`src/rtl/cpu_irq_regs.svh`:
```
/*
 * Register offsets, field positions, reset values and pin indices
 * for the clock and power unit interrupt block.
 * Assumes a Wishbone slave with byte addresses on a 32-bit data bus.
 */
`ifndef CPU_IRQ_REGS_SVH
`define CPU_IRQ_REGS_SVH

`define CPI_CTRL_OFF 8'h00
`define CPI_TICK_RATE_OFF 8'h04
`define CPI_WAKE_PERIOD_OFF 8'h08
`define CPI_IRQ_ENABLE_OFF 8'h0C
`define CPI_FLAGS_OFF 8'h10
`define CPI_STATUS_OFF 8'h14

`define CPI_CTRL_TICK_SEL 0
`define CPI_CTRL_PSTOP_SEL 1
`define CPI_CTRL_OSC_PSTOP 2
`define CPI_CTRL_OSC_EN 3
`define CPI_CTRL_WAKE_EN 4
`define CPI_CTRL_WAKE_CLK 5
`define CPI_CTRL_WAKE_PIN 6
`define CPI_CTRL_TRIM_LSB 8
`define CPI_CTRL_TRIM_MSB 13

`define CPI_SRC_TICK 0
`define CPI_SRC_LOCK 1
`define CPI_SRC_OSC 2
`define CPI_SRC_LV 3
`define CPI_SRC_HT 4
`define CPI_SRC_WAKE 5

`define CPI_ST_LOCK 0
`define CPI_ST_QUAL 1
`define CPI_ST_LV 2
`define CPI_ST_HT 3

`define CPI_PIN_IRC 0
`define CPI_PIN_OSC 1
`define CPI_PIN_ACLK 2
`define CPI_PIN_LOCK 3
`define CPI_PIN_STOP 4
`define CPI_PIN_FULL_PERF 5
`define CPI_PIN_BUSOFF 6
`define CPI_PIN_LV_BELOW 7
`define CPI_PIN_LV_ABOVE 8
`define CPI_PIN_HT_ABOVE 9
`define CPI_PIN_HT_BELOW 10
`define CPI_PIN_COUNT 11

`define CPI_CTRL_RESET 14'h0000
`define CPI_TICK_RATE_RESET 8'h00
`define CPI_WAKE_PERIOD_RESET 16'h0000

`endif

```
`src/rtl/cpu_irq_pkg.sv`:
```
/*
 * Types shared by the clock and power unit interrupt block.
 * Assumes the constants header is compiled alongside.
 */
package cpu_irq_pkg;
    typedef logic [5:0] irq_vec_t;
    typedef logic [7:0] tick_count_t;
    typedef logic [15:0] wake_count_t;
    typedef logic [13:0] ctrl_t;
    typedef logic [10:0] pin_vec_t;
endpackage

```
`src/rtl/clock_power_irq.sv`:
```
/*
 * Interrupt sources of a clock, reset and power unit: tick timer,
 * lock change, oscillator status, low voltage, high temperature and
 * autonomous wakeup timer, behind a classic Wishbone slave.
 * Assumes all pin inputs except pll_config_change_i are asynchronous; the RC, crystal and
 * autonomous clocks are far slower than clk_i and are sampled.
 */
// Our own choices: register access over Wishbone and the register addresses.
// Contract
// - Tick timer counts internal RC or crystal clock per tick select bit.
// - In stop, tick runs only with pseudo stop, crystal, osc-in-stop set.
// - Tick timeout sets tick flag and restarts next period at once.
// - Tick interrupt at programmed rate only while its enable is set.
// - Any write to tick rate register restarts current tick period.
// - Lock change flag sets on each lock toggle, either direction.
// - Lock change flag clears only by writing one; zero leaves it.
// - Lock change interrupt suppressed while its enable is zero.
// - Oscillator qualified stays zero when disabled; sets after lock.
// - Any change of oscillator qualified sets oscillator status flag.
// - PLL configuration change or lock loss clears oscillator qualified.
// - Oscillator status interrupt only while its enable is set.
// - In full performance, low voltage bit sets below, clears above.
// - Each low voltage status change sets flag; enable gates interrupt.
// - High temp status follows comparator in full performance; changes set flag, enable gates irq.
// - Wakeup timer runs only while enabled, starting the period at once.
// - Wakeup clock is autonomous RC or bus; select writable when off.
// - 16-bit wakeup period writable only while the timer is disabled.
// - Wakeup interval expiry sets flag and restarts; enable gates irq.
// - Wakeup count freezes when bus clock selected and turned off.
// - Enable plus pin output enable drive a waveform on wakeup pin.
`timescale 1ns/1ns
`include "cpu_irq_regs.svh"

module clock_power_irq (
    // Clock and reset
    input wire logic clk_i,
    input wire logic rst_i,
    // Wishbone slave
    input wire logic cyc_i,
    input wire logic stb_i,
    input wire logic we_i,
    input wire logic [7:0] adr_i,
    input wire logic [3:0] sel_i,
    input wire logic [31:0] dat_i,
    output logic [31:0] dat_o,
    output logic ack_o,
    // Clock and power pins
    input wire logic internal_rc_clock_i,
    input wire logic crystal_clock_i,
    input wire logic autonomous_rc_clock_i,
    input wire logic pll_lock_i,
    input wire logic stop_mode_i,
    input wire logic full_performance_mode_i,
    input wire logic bus_clock_off_i,
    input wire logic supply_below_assert_i,
    input wire logic supply_above_deassert_i,
    input wire logic temp_above_assert_i,
    input wire logic temp_below_deassert_i,
    // Same-clock pulse from PLL configuration logic
    input wire logic pll_config_change_i,
    // Requests and waveform
    output cpu_irq_pkg::irq_vec_t irq_o,
    output logic wakeup_waveform_pin_o
);

    cpu_irq_pkg::pin_vec_t pins;
    cpu_irq_pkg::pin_vec_t sync1_q;
    cpu_irq_pkg::pin_vec_t sync2_q;
    cpu_irq_pkg::pin_vec_t prev_q;
    cpu_irq_pkg::ctrl_t ctrl_q;
    cpu_irq_pkg::tick_count_t tick_rate_q;
    cpu_irq_pkg::tick_count_t tick_cnt_q;
    cpu_irq_pkg::wake_count_t wake_period_q;
    cpu_irq_pkg::wake_count_t wake_cnt_q;
    cpu_irq_pkg::irq_vec_t enable_q;
    cpu_irq_pkg::irq_vec_t flags_q;
    cpu_irq_pkg::irq_vec_t flag_set;
    cpu_irq_pkg::irq_vec_t flag_clr;
    logic [31:0] wmask;
    logic [31:0] rdata;
    logic req;
    logic wr;
    logic wr_ctrl;
    logic wr_rate;
    logic wr_period;
    logic lock_s;
    logic full_stop;
    logic qual_q;
    logic lv_q;
    logic ht_q;
    logic tick_src;
    logic tick_run;
    logic tick_expire;
    logic wake_en;
    logic wake_src;
    logic wake_expire;
    logic wave_q;

    assign pins = {temp_below_deassert_i, temp_above_assert_i,
                   supply_above_deassert_i, supply_below_assert_i,
                   bus_clock_off_i, full_performance_mode_i, stop_mode_i,
                   pll_lock_i, autonomous_rc_clock_i, crystal_clock_i,
                   internal_rc_clock_i};

    // Two-stage synchronisers; prev_q only feeds edge detection
    always_ff @(posedge clk_i) begin
        if (rst_i) begin
            sync1_q <= '0;
            sync2_q <= '0;
            prev_q <= '0;
        end else begin
            sync1_q <= pins;
            sync2_q <= sync1_q;
            prev_q <= sync2_q;
        end
    end

    assign lock_s = sync2_q[`CPI_PIN_LOCK];
    assign full_stop = sync2_q[`CPI_PIN_STOP] & ~ctrl_q[`CPI_CTRL_PSTOP_SEL];

    // Bus decode; writes land on the edge that raises ack
    assign req = cyc_i & stb_i & ~ack_o;
    assign wr = req & we_i;
    assign wr_ctrl = wr && adr_i == `CPI_CTRL_OFF;
    assign wr_rate = wr && adr_i == `CPI_TICK_RATE_OFF;
    assign wr_period = wr && adr_i == `CPI_WAKE_PERIOD_OFF;
    assign wmask = {{8{sel_i[3]}}, {8{sel_i[2]}}, {8{sel_i[1]}},
                    {8{sel_i[0]}}};
    assign wake_en = ctrl_q[`CPI_CTRL_WAKE_EN];

    always_ff @(posedge clk_i) begin
        if (rst_i) begin
            ack_o <= 1'b0;
            dat_o <= '0;
        end else begin
            ack_o <= req;
            if (req) begin
                dat_o <= we_i ? 32'h0000_0000 : rdata;
            end
        end
    end

    always_comb begin
        rdata = 32'h0000_0000;
        case (adr_i)
            `CPI_CTRL_OFF: rdata[13:0] = ctrl_q;
            `CPI_TICK_RATE_OFF: rdata[7:0] = tick_rate_q;
            `CPI_WAKE_PERIOD_OFF: rdata[15:0] = wake_period_q;
            `CPI_IRQ_ENABLE_OFF: rdata[5:0] = enable_q;
            `CPI_FLAGS_OFF: rdata[5:0] = flags_q;
            `CPI_STATUS_OFF: rdata[3:0] = {ht_q, lv_q, qual_q, lock_s};
            default: rdata = 32'h0000_0000;
        endcase
    end

    // Control register; wakeup clock select frozen while timer runs
    always_ff @(posedge clk_i) begin
        if (rst_i) begin
            ctrl_q <= `CPI_CTRL_RESET;
        end else if (wr_ctrl) begin
            ctrl_q <= (ctrl_q & ~wmask[13:0]) | (dat_i[13:0] & wmask[13:0]);
            if (wake_en) begin
                ctrl_q[`CPI_CTRL_WAKE_CLK]
                    <= ctrl_q[`CPI_CTRL_WAKE_CLK];
            end
        end
    end

    always_ff @(posedge clk_i) begin
        if (rst_i) begin
            tick_rate_q <= `CPI_TICK_RATE_RESET;
            wake_period_q <= `CPI_WAKE_PERIOD_RESET;
            enable_q <= '0;
        end else begin
            if (wr_rate) begin
                tick_rate_q <= (tick_rate_q & ~wmask[7:0])
                               | (dat_i[7:0] & wmask[7:0]);
            end
            if (wr_period && !wake_en) begin
                wake_period_q <= (wake_period_q & ~wmask[15:0])
                                 | (dat_i[15:0] & wmask[15:0]);
            end
            if (wr && adr_i == `CPI_IRQ_ENABLE_OFF) begin
                enable_q <= (enable_q & ~wmask[5:0])
                            | (dat_i[5:0] & wmask[5:0]);
            end
        end
    end

    // Tick timer; period is rate + 1 source edges
    assign tick_src = ctrl_q[`CPI_CTRL_TICK_SEL]
        ? sync2_q[`CPI_PIN_OSC] & ~prev_q[`CPI_PIN_OSC]
        : sync2_q[`CPI_PIN_IRC] & ~prev_q[`CPI_PIN_IRC];
    assign tick_run = ~sync2_q[`CPI_PIN_STOP]
        | (ctrl_q[`CPI_CTRL_PSTOP_SEL] & ctrl_q[`CPI_CTRL_TICK_SEL]
           & ctrl_q[`CPI_CTRL_OSC_PSTOP]);
    assign tick_expire = tick_src & tick_run & ~wr_rate
                         & (tick_cnt_q == tick_rate_q);

    always_ff @(posedge clk_i) begin
        if (rst_i) begin
            tick_cnt_q <= '0;
        end else if (wr_rate) begin
            tick_cnt_q <= '0;
        end else if (tick_expire) begin
            tick_cnt_q <= '0;
        end else if (tick_src && tick_run) begin
            tick_cnt_q <= tick_cnt_q + 8'h01;
        end
    end

    // Oscillator qualified and supply and temperature status
    always_ff @(posedge clk_i) begin
        if (rst_i) begin
            qual_q <= 1'b0;
            lv_q <= 1'b0;
            ht_q <= 1'b0;
        end else begin
            if (!ctrl_q[`CPI_CTRL_OSC_EN] || full_stop) begin
                qual_q <= 1'b0;
            end else if (!lock_s || pll_config_change_i) begin
                qual_q <= 1'b0;
            end else begin
                qual_q <= 1'b1;
            end
            if (sync2_q[`CPI_PIN_FULL_PERF]) begin
                if (sync2_q[`CPI_PIN_LV_BELOW]) begin
                    lv_q <= 1'b1;
                end else if (sync2_q[`CPI_PIN_LV_ABOVE]) begin
                    lv_q <= 1'b0;
                end
                if (sync2_q[`CPI_PIN_HT_ABOVE]) begin
                    ht_q <= 1'b1;
                end else if (sync2_q[`CPI_PIN_HT_BELOW]) begin
                    ht_q <= 1'b0;
                end
            end
        end
    end

    // Wakeup timer; bus clock source counts every clk_i cycle
    assign wake_src = ctrl_q[`CPI_CTRL_WAKE_CLK]
        ? ~sync2_q[`CPI_PIN_BUSOFF]
        : sync2_q[`CPI_PIN_ACLK] & ~prev_q[`CPI_PIN_ACLK];
    assign wake_expire = wake_en & wake_src & (wake_cnt_q == wake_period_q);

    always_ff @(posedge clk_i) begin
        if (rst_i) begin
            wake_cnt_q <= '0;
            wave_q <= 1'b0;
        end else if (!wake_en) begin
            wake_cnt_q <= '0;
            wave_q <= 1'b0;
        end else if (wake_expire) begin
            wake_cnt_q <= '0;
            wave_q <= ~wave_q;
        end else if (wake_src) begin
            wake_cnt_q <= wake_cnt_q + 16'h0001;
        end
    end

    // Pin stays low unless both enables are set
    always_ff @(posedge clk_i) begin
        if (rst_i) begin
            wakeup_waveform_pin_o <= 1'b0;
        end else begin
            wakeup_waveform_pin_o <= wake_en & ctrl_q[`CPI_CTRL_WAKE_PIN]
                                     & wave_q;
        end
    end

    // Flags: hardware set beats a write-one clear in the same cycle
    always_comb begin
        flag_set = '0;
        flag_set[`CPI_SRC_TICK] = tick_expire;
        flag_set[`CPI_SRC_LOCK] = lock_s ^ prev_q[`CPI_PIN_LOCK];
        flag_set[`CPI_SRC_OSC] = 1'b0;
        flag_set[`CPI_SRC_LV] = 1'b0;
        flag_set[`CPI_SRC_HT] = 1'b0;
        flag_set[`CPI_SRC_WAKE] = wake_expire;
    end

    logic qual_prev_q;
    logic lv_prev_q;
    logic ht_prev_q;
    always_ff @(posedge clk_i) begin
        if (rst_i) begin
            qual_prev_q <= 1'b0;
            lv_prev_q <= 1'b0;
            ht_prev_q <= 1'b0;
        end else begin
            qual_prev_q <= qual_q;
            lv_prev_q <= lv_q;
            ht_prev_q <= ht_q;
        end
    end

    cpu_irq_pkg::irq_vec_t status_set;
    assign status_set = {1'b0, ht_q ^ ht_prev_q, lv_q ^ lv_prev_q,
                         qual_q ^ qual_prev_q, 2'b00};
    assign flag_clr = (wr && adr_i == `CPI_FLAGS_OFF)
                      ? dat_i[5:0] & wmask[5:0] : 6'h00;

    always_ff @(posedge clk_i) begin
        if (rst_i) begin
            flags_q <= '0;
        end else begin
            flags_q <= (flags_q & ~flag_clr) | flag_set | status_set;
        end
    end

    // Gated requests, one per source
    assign irq_o = flags_q & enable_q;
endmodule

```
`config.mk`:
```
export PLATFORM = sky130hd
export DESIGN_NAME = clock_power_irq
export DESIGN_NICKNAME = d
export VERILOG_FILES = /design/src/rtl/cpu_irq_pkg.sv /design/src/rtl/clock_power_irq.sv
export VERILOG_INCLUDE_DIRS = /design/src /design/src/rtl
export SDC_FILE = /design/constraint.sdc
export NUM_CORES = 1
export LEC_CHECK = 0
export BUFFER_PORTS_ARGS = -buffer_cell sky130_fd_sc_hd__buf_2
export CORE_MARGIN = 2
export CORE_UTILIZATION = 46
export CTS_CLUSTER_DIAMETER = 80
export DETAILED_ROUTE_END_ITERATION = 7
export PLACE_DENSITY = 0.71
export REMOVE_ABC_BUFFERS = 1
export SYNTH_ARGS = -nofsm -noshare
export SYNTH_HDL_FRONTEND = slang
export SYNTH_SLANG_ARGS = --single-unit
```
`constraint.sdc`:
```
create_clock -name clk_i -period 4.9 [get_ports clk_i]
set_input_delay 0.98 -clock clk_i [delete_from_list [all_inputs] [get_ports clk_i]]
set_output_delay 0.98 -clock clk_i [all_outputs]
set_load 0.01 [all_outputs]
```
==> impl_results.rst, run 1 <==
.. list-table::
   :header-rows: 1

   * - Metric
     - Value
   * - DRT Pass-1 Iters
     - 5
   * - Drt initial violations
     - 295
   * - Area used by multi-input combinational logic
     - 2560 um^2
   * - Fill count
     - 983
   * - Fraction of the cycle the final worst path needs
     - 0.580
   * - Max-cap viol count
     - 0
   * - Worst min-delay path startpoint
     - sync1_q[4]
   * - Final setup margin
     - 2.06 ns
   * - Sinks on the clock net
     - 125
   * - First-pass GRT wire length
     - 19900 um
   * - # H-tree levels
     - 4
   * - Max transition margin
     - 0.241
   * - Total negative setup slack
     - 0 ns
   * - Worst reg2reg path endpoint
     - wake_cnt_q[8]
   * - Number of design rule violations left after detail routing
     - 0
   * - Classification of the worst-slack hold path
     - reg2reg
   * - Static leakage power
     - 2.56 nW
   * - Post-place setup slack
     - 1.65 ns
   * - Seq cells post-synth
     - 125
   * - Antenna Diode Count
     - 0
   * - Ratio of total power to cell area
     - 367 nW/um^2
   * - Cell depth of the worst hold path
     - 1
   * - Critical Path Start
     - adr_i[0]
   * - Congestion Overflow GR
     - 0
   * - Largest net degree at the start of global routing
     - 62
   * - Data required time of the critical path
     - 5.16 ns
   * - Initial antenna violation count
     - 0
   * - Overall track demand over capacity in global routing
     - 0.199
   * - Sequential fraction of the synthesis area
     - 0.474
   * - Skew final
     - 0.00785 ns
   * - Netlist area before placement
     - 5280 um^2
   * - Setup slack, reg-to-reg
     - 2.61 ns
   * - DPL Wire Length
     - 8480 um
   * - Number of library cell types mapped by synthesis
     - 53
   * - Number of hold-slack violations in the final timing report
     - 0
   * - Count of instances resized after the clock tree is built
     - 0
   * - YS warnings
     - 0
   * - Total via count in the routed design
     - 4270
   * - Avg Vias per Cell
     - 5.39
   * - Capturing element type of the critical path
     - register
   * - Average wire length per cell after detail routing
     - 15.2 um
   * - Synth-to-Final Area Change
     - 17.0%
   * - Area of the die
     - 12400 um^2
   * - TritonCTS clock tree
     - built
   * - Maximum number of buffers from clock root to sink
     - 2
   * - Fin nets
     - 702
   * - Topmost layer with routed signal wires
     - met4
   * - Post-CTS setup buffers
     - 0
   * - Post-DRT Antenna Nets
     - 0
   * - Worst r2r path cells
     - 5
   * - Register cell area after layout
     - 2500 um^2
   * - Critical path class
     - in2reg
   * - Maximum frequency from static timing analysis
     - 0.352 GHz
   * - Placement row count
     - 39
   * - Gp weighted congestion
     - 0.838
   * - Routed length on met3
     - 676 um
   * - Number of max-slew violations in the final report
     - 0
   * - WL met1
     - 5600 um
   * - Core region area
     - 11300 um^2
   * - Slowest cell on the critical path
     - nor4b_4
   * - Result of the run
     - completed
   * - Setup repair after global routing missed its margin
     - no
   * - CTS hold repair buffers
     - 0
   * - Count of endpoints failing setup in the final report
     - 0
   * - Clock buffers created by TritonCTS
     - 17
   * - Largest stage delay on the critical path
     - 0.70 ns
   * - Endpoint, Worst Hold
     - sync2_q[4]
   * - Cell count after synthesis
     - 579
   * - Count of port buffers added during placement
     - 66
   * - X dimension of the die
     - 111 um
   * - Number of global-route vias before repair
     - 4057
   * - Arrival time at the worst endpoint
     - 3.10 ns
   * - Worst VDD drop
     - 0.000245 V
   * - Final Critical Period
     - 2.84 ns
   * - Worst setup SP type
     - input port
   * - Post-CTS clock slew at the launch and capture registers of the worst setup and hold paths
     - 0.06 ns
   * - Least-Margin Pin Slew
     - 1.13 ns
   * - Avg Cell Area, Syn
     - 9.13 um^2
   * - Crit-path max FO
     - 12
   * - Number of top-level design ports
     - 101
   * - Detailed-route wire length
     - 12000 um
   * - Total length of routed met2 wires
     - 5610 um
   * - Layout cell share with drive strength beyond 1
     - 0.168
   * - Starting density of the core
     - 0.467
   * - Master cell of the clock root buffer
     - clkbuf_16
   * - Cell chain of the critical path
     - buf_2 -> or4_4 -> nor4b_4 -> nand3_1 -> nand2_1 -> a21oi_1
   * - Clock latency at the later pin of the worst-skew pair
     - 0.40 ns
   * - Floorplan die height
     - 111 um
[logic make-up after synthesis]
logic type | count (synthesis) | share of synthesized area
simple gates | 238 | 0.229
flops | 125 | 0.474
compound gates | 83 | 0.0961
buf+inv | 53 | 0.0519
xor+xnor | 50 | 0.0829
mux | 27 | 0.0609
fa+ha+maj | 2 | 0.00474
other cells | 1 | 0.000710
[cell usage in the layout, fill, tap and decap left out, drive strengths merged, types with 2 or more instances in the layout]
cell	instances
a21oi	40
a222oi	6
a22oi	15
and2	7
and3	6
and4	3
buf	68
clkbuf	23
clkinv	2
clkinvlp	3
conb	16
dfxtp	125
ha	2
inv	11
mux2i	22
mux4	4
nand2	73
nand2b	3
nand3	13
nand3b	2
nand4	9
nor2	60
nor2b	34
nor3	7
nor3b	2
nor4	7
o21ai	12
o22ai	3
o32ai	2
or2	2
or3	3
or4	2
xnor2	18
xor2	32
[area by class of cell]
cell class | instances | share of cell area
flip-flops and latches | 125 | 0.405
clock inverters | 6 | 0.0101
repair buffers | 68 | 0.0562
clock buffers | 23 | 0.0789
multi-input cells | 416 | 0.415
inverters | 11 | 0.00668
well taps | 143 | 0.0289
[worst max path at each step]
stage / end / depth (start not counted) / slack [ns]
after global placement: register / 6 / 1.73
final: register / 6 / 2.06
after global routing: register / 6 / 1.92
after CTS: register / 6 / 2.08
after floorplan: register / 5 / 2.12
after detailed placement: register / 6 / 1.65
[cells in the mapped netlist, drive strengths merged]
cell type,n,share of area
o32ai,2,0.0033
buf,27,0.033
inv,11,0.0078
nor4b,1,0.0045
nor4,7,0.0083
xor2,32,0.053
o211ai,1,0.0014
nand2b,3,0.0036
and3,6,0.0071
nor2b,34,0.040
nand3b,2,0.0028
clkbuf,15,0.011
nand4,9,0.012
nor2,60,0.043
a222oi,6,0.011
nand2,73,0.052
or3,3,0.0036
ha,2,0.0047
o22ai,3,0.0036
nor3,7,0.0076
and4,3,0.0050
o31ai,1,0.0014
a21oi,40,0.038
or4,2,0.0036
mux2i,22,0.042
and2,7,0.0083
and4b,1,0.0019
or4b,1,0.0019
xnor2,18,0.030
or3b,1,0.0017
a22oi,15,0.021
a21o,1,0.0014
or2,2,0.0024
nor3b,2,0.0028
o21ai,12,0.011
a221oi,1,0.0017
conb,1,0.00071
nand4bb,1,0.0021
a21boi,1,0.0014
mux4,4,0.017
dfxtp,125,0.47
nand3,13,0.016
mux2,1,0.0021
[worst max-delay path: cells and delay by family]
kind,cells,cell delay (ns)
AND/OR/NAND/NOR,4,1.93
buffers and inverters,1,0.10
AO/OA/AOI/OAI,1,0.08
[stage by stage]
step	instances	instance area [um^2]	total power [W]	utilization	hold WS [ns]
6_report	792	6180	0.00227	0.546	0.436
5_1_grt	792	6180	0.00234	0.546	0.458
4_1_cts	792	6180	0.00228	0.546	0.435
3_5_place_dp	763	5630	0.00114	0.498	0.422
3_3_place_gp	763	5630	0.00114	0.498	0.417
2_1_floorplan	552	5110	0.00109	-	0.414
[layer usage]
metal,vias up,GRT usage
met4,0,0.0650
met2,157,0.313
met1,2037,0.270
met3,10,0.0487
met5,-,0
li1,2066,-
[report_power, final]
part | switching, W | internal [W] | leakage [nW]
clock | 0.000413 | 0.000740 | 0.263
combinational | 0.0000533 | 0.0000304 | 1.29
sequential | 0.00000532 | 0.00103 | 1.01
total | 0.000471 | 0.00180 | 2.56
Note: power is estimated with default switching activity, not from simulation.
==> inputs of run 2 (changes only) <==
clock period = 2.8 ns   (was 4.9 ns; I/O delays follow)
==> impl_results.rst, run 2 (same netlist as run 1, synthesis figures left out) <==
.. list-table::
   :header-rows: 1

   * - Metric
     - Value
   * - Avg Vias per Cell
     - 5.27 (-2.3%)
   * - Initial antenna violation count
     - 0 (unchanged)
   * - Fin nets
     - 709 (+1.0%)
   * - Clock latency at the later pin of the worst-skew pair
     - 0.41 ns (about the same)
   * - Post-CTS setup buffers
     - 0 (unchanged)
   * - Final core area utilization
     - 0.556 (+0.00995)
   * - Drt initial violations
     - 309 (+4.7%)
   * - Static leakage power
     - 2.63 nW (+2.6%)
   * - Count of port buffers added during placement
     - 66 (unchanged)
   * - Post-DRT Antenna Nets
     - 0 (unchanged)
   * - Total via count in the routed design
     - 4224 (-1.1%)
   * - Critical path class
     - reg2reg
   * - Fraction of the cycle the final worst path needs
     - 0.776
   * - Placement row count
     - 39 (unchanged)
   * - Gp weighted congestion
     - 0.853 (+1.8%)
   * - Number of top-level design ports
     - 101 (unchanged)
   * - Total power
     - 0.00420 W (+85%)
   * - Synth-to-Final Area Change
     - 19.2%
   * - Worst setup SP type
     - register
   * - Ratio of total power to cell area
     - 667 nW/um^2 (+82%)
   * - Overall track demand over capacity in global routing
     - 0.204 (+0.00467)
   * - Final setup margin
     - 0.628 ns (-1.43 ns)
   * - Number of global-route vias before repair
     - 4012 (-1.1%)
   * - Final Critical Period
     - 2.17 ns
   * - Post-CTS clock slew at the launch and capture registers of the worst setup and hold paths
     - 0.06 ns (about the same)
   * - Max transition margin
     - 0.544 (+0.303)
   * - Result of the run
     - completed
   * - Master cell of the clock root buffer
     - clkbuf_16
   * - Maximum number of buffers from clock root to sink
     - 2 (unchanged)
   * - Antenna Diode Count
     - 0 (unchanged)
   * - Commonest non-fill, non-tap cells in the layout
     - dfxtp_1, nand2_1, buf_2
   * - Total negative setup slack
     - 0 ns (unchanged)
   * - Layout cell share with drive strength beyond 1
     - 0.184 (+0.0157)
   * - Sinks on the clock net
     - 125 (unchanged)
   * - Classification of the worst-slack hold path
     - in2reg
   * - Congestion Overflow GR
     - 0 (unchanged)
   * - Least-Margin Pin Slew
     - 0.677 ns (-0.454 ns)
   * - Skew final
     - 0.00795 ns (+0.000103 ns)
   * - Starting density of the core
     - 0.467 (unchanged)
   * - Post-place setup slack
     - 0.341 ns (-1.31 ns)
   * - Largest net degree at the start of global routing
     - 54 (-13%)
   * - Area of the die
     - 12400 um^2 (unchanged)
   * - Most common cell after layout, fill and taps aside
     - dfxtp_1
   * - Detailed-route wire length
     - 12400 um (+3.3%)
   * - CTS hold repair buffers
     - 0 (unchanged)
   * - X dimension of the die
     - 111 um (unchanged)
   * - Crit-path max FO
     - 6 (-6)
   * - Cell area after layout
     - 6300 um^2 (+1.8%)
   * - # H-tree levels
     - 4 (unchanged)
   * - DPL Wire Length
     - 8890 um (+4.9%)
   * - Capturing element type of the critical path
     - register
   * - First-pass GRT wire length
     - 19900 um (about the same)
   * - Data required time of the critical path
     - 3.08 ns (-2.08 ns)
   * - Max-cap viol count
     - 0 (unchanged)
   * - TritonCTS clock tree
     - built
   * - Number of max-slew violations in the final report
     - 0 (unchanged)
   * - Area after DPL
     - 5690 um^2 (+0.93%)
   * - Average wire length per cell after detail routing
     - 15.5 um (+2.0%)
   * - Floorplan die height
     - 111 um (unchanged)
   * - DRT Pass-1 Iters
     - 5 (unchanged)
   * - Count of instances resized after the clock tree is built
     - 0 (unchanged)
   * - Count of endpoints failing setup in the final report
     - 0 (unchanged)
   * - Setup repair after global routing missed its margin
     - no
   * - Maximum frequency from static timing analysis
     - 0.460 GHz
   * - Clock buffers created by TritonCTS
     - 17 (unchanged)
   * - Number of hold-slack violations in the final timing report
     - 0 (unchanged)
   * - Arrival time at the worst endpoint
     - 2.45 ns (-0.65 ns)
   * - Worst VDD drop
     - 0.000376 V (+53%)
   * - Number of design rule violations left after detail routing
     - 0 (unchanged)
   * - Core region area
     - 11300 um^2 (unchanged)
## run 2: cell types whose count changed in the layout (fill, tap and decap cells not counted)
| cell | delta |
|---|---|
| clkinv_4 | +4 |
| inv_6 | +4 |
| bufinv_16 | +2 |
| clkbuf_1 | -2 |
| clkbuf_8 | -4 |
| clkinvlp_4 | -1 |
| buf_4 | +7 |
## run 2: through the flow
step                instances  hold slack, ns
finish                    802           0.348
global route              802           0.340
CTS                       802           0.337
detailed placement        770           0.424
global placement          770           0.417
floorplan                 552           0.414
## run 2: cell type report
type | instances | area (um^2)
sequential | 125 | 2500
clock inverter | 15 | 185
tap | 143 | 179
timing repair buffer | 75 | 400
fill | 1023 | 5020
multi-input combinational | 416 | 2560
inverter | 11 | 41.3
clock buffer | 17 | 425
## run 2: final timing paths
kind              depth (start not counted)          to  slack [ns]                start
setup / recovery                          5  flags_q[5]        0.63                ack_o
hold / removal                            2  sync1_q[9]        0.35  temp_above_assert_i
setup reg to reg                          5  flags_q[5]        0.63                ack_o
hold reg to reg                           1  sync2_q[4]        0.44           sync1_q[4]
## run 2: where the power goes
| part | total [W] | leakage, nW | internal, W | switching [W] |
|---|---|---|---|---|
| clock | 0.00224 | 0.295 | 0.00141 | 0.000832 |
| sequential | 0.00181 | 1.01 | 0.00180 | 0.00000926 |
| combinational | 0.000152 | 1.32 | 0.0000559 | 0.0000958 |
## run 2: routing by layer
metal  part of all wire  track usage  wire (um)  up-vias
met5                  0            0          0        -
met3              0.056       0.0607        697       16
met4              0.013       0.0634        157        0
met2               0.47        0.317       5790      124
li1                   -            -          -     2085
met1               0.46        0.273       5770     1999
## run 2: worst max-delay path, cell delays in order (launching register included)
cell,delay (ns)
dfxtp_1,0.31
nand3b_1,0.18
or4_1,0.50
or4b_1,0.66
o21ai_0,0.28
a21oi_1,0.10
==> inputs of run 3 (changes only) <==
ABC_AREA = 1   (was default)
PLACE_DENSITY = 0.73   (was 0.71)
clock period = 1.9 ns   (was 2.8 ns; I/O delays follow)
==> impl_results.rst, run 3 <==
.. list-table::
   :header-rows: 1

   * - Metric
     - Value
   * - Average wire length per cell after detail routing
     - 12.2 um (-21%)
   * - X dimension of the die
     - 117 um (+5.6%)
   * - Placement row count
     - 41 (+5.1%)
   * - Total length of routed met2 wires
     - 6020 um (+4.0%)
   * - Data required time of the critical path
     - 2.19 ns (-0.89 ns)
   * - Master cell of the clock root buffer
     - clkbuf_16
   * - Floorplan die height
     - 117 um (+5.6%)
   * - Detailed-route wire length
     - 13200 um (+6.2%)
   * - Post-CTS clock slew at the launch and capture registers of the worst setup and hold paths
     - 0.06 ns (about the same)
   * - Fraction of the cycle the final worst path needs
     - 0.861 (+0.0856)
   * - Classification of the worst-slack hold path
     - in2reg
   * - Final Critical Period
     - 1.64 ns (-0.535 ns)
   * - Cell count after synthesis
     - 821 (+42%)
   * - Seq cells post-synth
     - 125 (unchanged)
   * - Count of port buffers added during placement
     - 66 (unchanged)
   * - Starting density of the core
     - 0.471 (+0.00385)
   * - Maximum number of buffers from clock root to sink
     - 2 (unchanged)
   * - Post-DRT Antenna Nets
     - 0 (unchanged)
   * - Gp weighted congestion
     - 0.848 (-0.66%)
   * - Cell type with the highest occurrence count on the critical path
     - nor2_1
   * - Number of stages on the worst setup path
     - 7 (+2)
   * - DRT Pass-1 Iters
     - 5 (unchanged)
   * - Worst setup SP type
     - register
   * - Number of library cell types mapped by synthesis
     - 42 (-21%)
   * - Top cell type's share of synthesized area
     - 0.423 (-0.0505)
   * - Number of hold-slack violations in the final timing report
     - 0 (unchanged)
   * - Overall track demand over capacity in global routing
     - 0.201 (-0.00284)
   * - Max-cap viol count
     - 0 (unchanged)
   * - Total via count in the routed design
     - 5139 (+22%)
   * - Worst VDD drop
     - 0.000683 V (+82%)
   * - First-pass GRT wire length
     - 22300 um (+12%)
   * - Clock latency at the later pin of the worst-skew pair
     - 0.42 ns (about the same)
   * - Most common cell after layout, fill and taps aside
     - nand2_1
   * - TritonCTS clock tree
     - built
   * - Slowest cell on the critical path
     - dfxtp_1
   * - # H-tree levels
     - 4 (unchanged)
   * - Area of the die
     - 13800 um^2 (+11%)
   * - Topmost layer with routed signal wires
     - met4
   * - Fin nets
     - 961 (+36%)
   * - Ratio of total power to cell area
     - 875 nW/um^2 (+31%)
   * - Setup repair after global routing missed its margin
     - no
   * - Number of global-route vias before repair
     - 4665 (+16%)
   * - Worst hold slack after final layout
     - 0.156 ns (-0.192 ns)
   * - Crit path buf inv count
     - 1 (+1)
   * - Share of cell area taken by muxes after synthesis
     - 0 (-0.0609)
   * - Count of instances resized after the clock tree is built
     - 0 (unchanged)
   * - Result of the run
     - completed
   * - Synth Area in Simple Gates
     - 0.293 (+0.0642)
   * - Number of design rule violations left after detail routing
     - 0 (unchanged)
   * - Post-CTS setup buffers
     - 0 (unchanged)
   * - Number of top-level design ports
     - 101 (unchanged)
   * - Share of synthesized flip-flops with an asynchronous set or reset
     - 0 (unchanged)
   * - Worst r2r path cells
     - 7 (+2)
   * - Largest stage delay on the critical path
     - 0.38 ns (-0.28 ns)
   * - Netlist area before placement
     - 5910 um^2 (+12%)
   * - Congestion Overflow GR
     - 0 (unchanged)
   * - Commonest non-fill, non-tap cells in the layout
     - nand2_1, nor2_1, dfxtp_1
   * - Arrival time at the worst endpoint
     - 1.92 ns (-0.53 ns)
   * - Crit-path max FO
     - 16 (+10)
   * - Cell chain of the critical path
     - inv_2 -> o21ai_2 -> nand2_1 -> nor2_1 -> nand3_1 -> nand2_2 -> nor2_1
   * - Total negative setup slack
     - 0 ns (unchanged)
   * - DPL Wire Length
     - 9590 um (+7.8%)
   * - Critical path's top delay family
     - simple AND/OR/NAND/NOR gates
   * - WL met1
     - 6290 um (+9.0%)
   * - Top post-synthesis cells by area
     - dfxtp_1, nand2_1, nor2_1
   * - Most numerous cell types in the synthesized netlist
     - nand2_1, nor2_1, dfxtp_1
   * - Most frequent cell after synthesis
     - nand2_1
   * - Static leakage power
     - 3.15 nW (+20%)
   * - Routed length on met3
     - 670 um (-3.9%)
   * - Number of synthesized flops with an enable pin
     - 0 (unchanged)
   * - CTS hold repair buffers
     - 0 (unchanged)
   * - Count of endpoints failing setup in the final report
     - 0 (unchanged)
   * - Sinks on the clock net
     - 125 (unchanged)
   * - Clock buffers created by TritonCTS
     - 17 (unchanged)
   * - Initial antenna violation count
     - 0 (unchanged)
   * - Drt initial violations
     - 350 (+13%)
   * - Antenna Diode Count
     - 0 (unchanged)
   * - Maximum frequency from static timing analysis
     - 0.611 GHz (+33%)
   * - Avg Vias per Cell
     - 4.75 (-9.8%)
   * - Synth-to-Final Area Change
     - 17.6%
   * - Number of max-slew violations in the final report
     - 0 (unchanged)
   * - Critical path class
     - reg2reg
   * - Main combinational cell family by area after synthesis
     - simple AND/OR/NAND/NOR gates
   * - Capturing element type of the critical path
     - register
   * - Core region area
     - 12600 um^2 (+11%)
   * - Largest net degree at the start of global routing
     - 58 (+7.4%)
   * - Avg Cell Area, Syn
     - 7.20 um^2 (-21%)
   * - Skew final
     - 0.00723 ns (-0.000725 ns)
   * - Cell depth of the worst hold path
     - 2 (unchanged)
   * - Adder-cell area share of the yosys netlist
     - 0.00423 (-0.000505)
   * - Top flip-flop cell by instance count after synthesis
     - dfxtp_1
   * - YS warnings
     - 0 (unchanged)
   * - Compound-gate portion of the synthesized area
     - 0.113 (+0.0173)
   * - Top cell type by total area after synthesis
     - dfxtp_1
   * - Xor-xnor portion of the synthesized cell area
     - 0.0400 (-0.0429)
   * - Sequential fraction of the synthesis area
     - 0.423 (-0.0505)
   * - Layout cell share with drive strength beyond 1
     - 0.176 (-0.00779)
run 3: changes by cell type after synthesis, moves of 8 or more:
cell / change
xnor2_1: -8
inv_2: +8
nand2_2: +8
a22oi_1: -15
nor2b_1: -33
xor2_1: -15
o21ai_0: +42
nand2_1: +79
mux2i_1: -22
inv_1: +107
nand3_1: +34
nor2_1: +83
run 3: final timing paths:
kind	startpoint	to	slack (ns)
min	pll_config_change_i	qual_q	0.16
min reg2reg	sync1_q[6]	sync2_q[6]	0.40
max reg2reg	register	wake_cnt_q[13]	0.26
max	register	wake_cnt_q[13]	0.26
run 3: final cells by class:
cell class / count / area [um^2]
Inverter: 128 / 490
Multi-Input combinational cell: 547 / 2730
Tap cell: 172 / 215
Sequential cell: 125 / 2500
Fill cell: 1192 / 5610
Clock inverter: 13 / 141
Clock buffer: 18 / 439
Timing Repair Buffer: 79 / 440
run 3: cell families (layout without fill, tap and decap cells):
| family | Yosys count | count (layout) |
|---|---|---|
| DFF | 125 | 125 |
| buffers and inverters | 164 | 238 |
| adders and majority gates | 2 | 2 |
| other | 1 | 16 |
| AOI/OAI and AO/OA | 116 | 116 |
| xor gates and xnor gates | 27 | 27 |
| and+or+nand+nor | 386 | 386 |
run 3: metrics by stage:
| step | utilization | worst slack [ns] | instances | total power (W) | cell area [um^2] |
|---|---|---|---|---|---|
| floorplan | - | 0.263 | 800 | 0.00284 | 5720 |
| global placement | 0.507 | 0.168 | 1051 | 0.00297 | 6380 |
| detailed placement | 0.507 | 0.138 | 1051 | 0.00298 | 6380 |
| CTS | 0.554 | 0.251 | 1082 | 0.00613 | 6960 |
| global route | 0.554 | 0.105 | 1082 | 0.00631 | 6960 |
| finish | 0.554 | 0.264 | 1082 | 0.00608 | 6960 |
run 3: layer usage:
layer,vias to the layer above,GRT usage
met5,-,0
met2,128,0.319
met4,0,0.0745
met1,2312,0.270
met3,15,0.0404
li1,2684,-
run 3: power by group:
group | internal [W] | switching, W | leakage (nW)
registers | 0.00265 | 0.0000144 | 1.01
logic | 0.0000828 | 0.000171 | 1.86
clock network | 0.00196 | 0.00120 | 0.279
total | 0.00470 | 0.00139 | 3.15
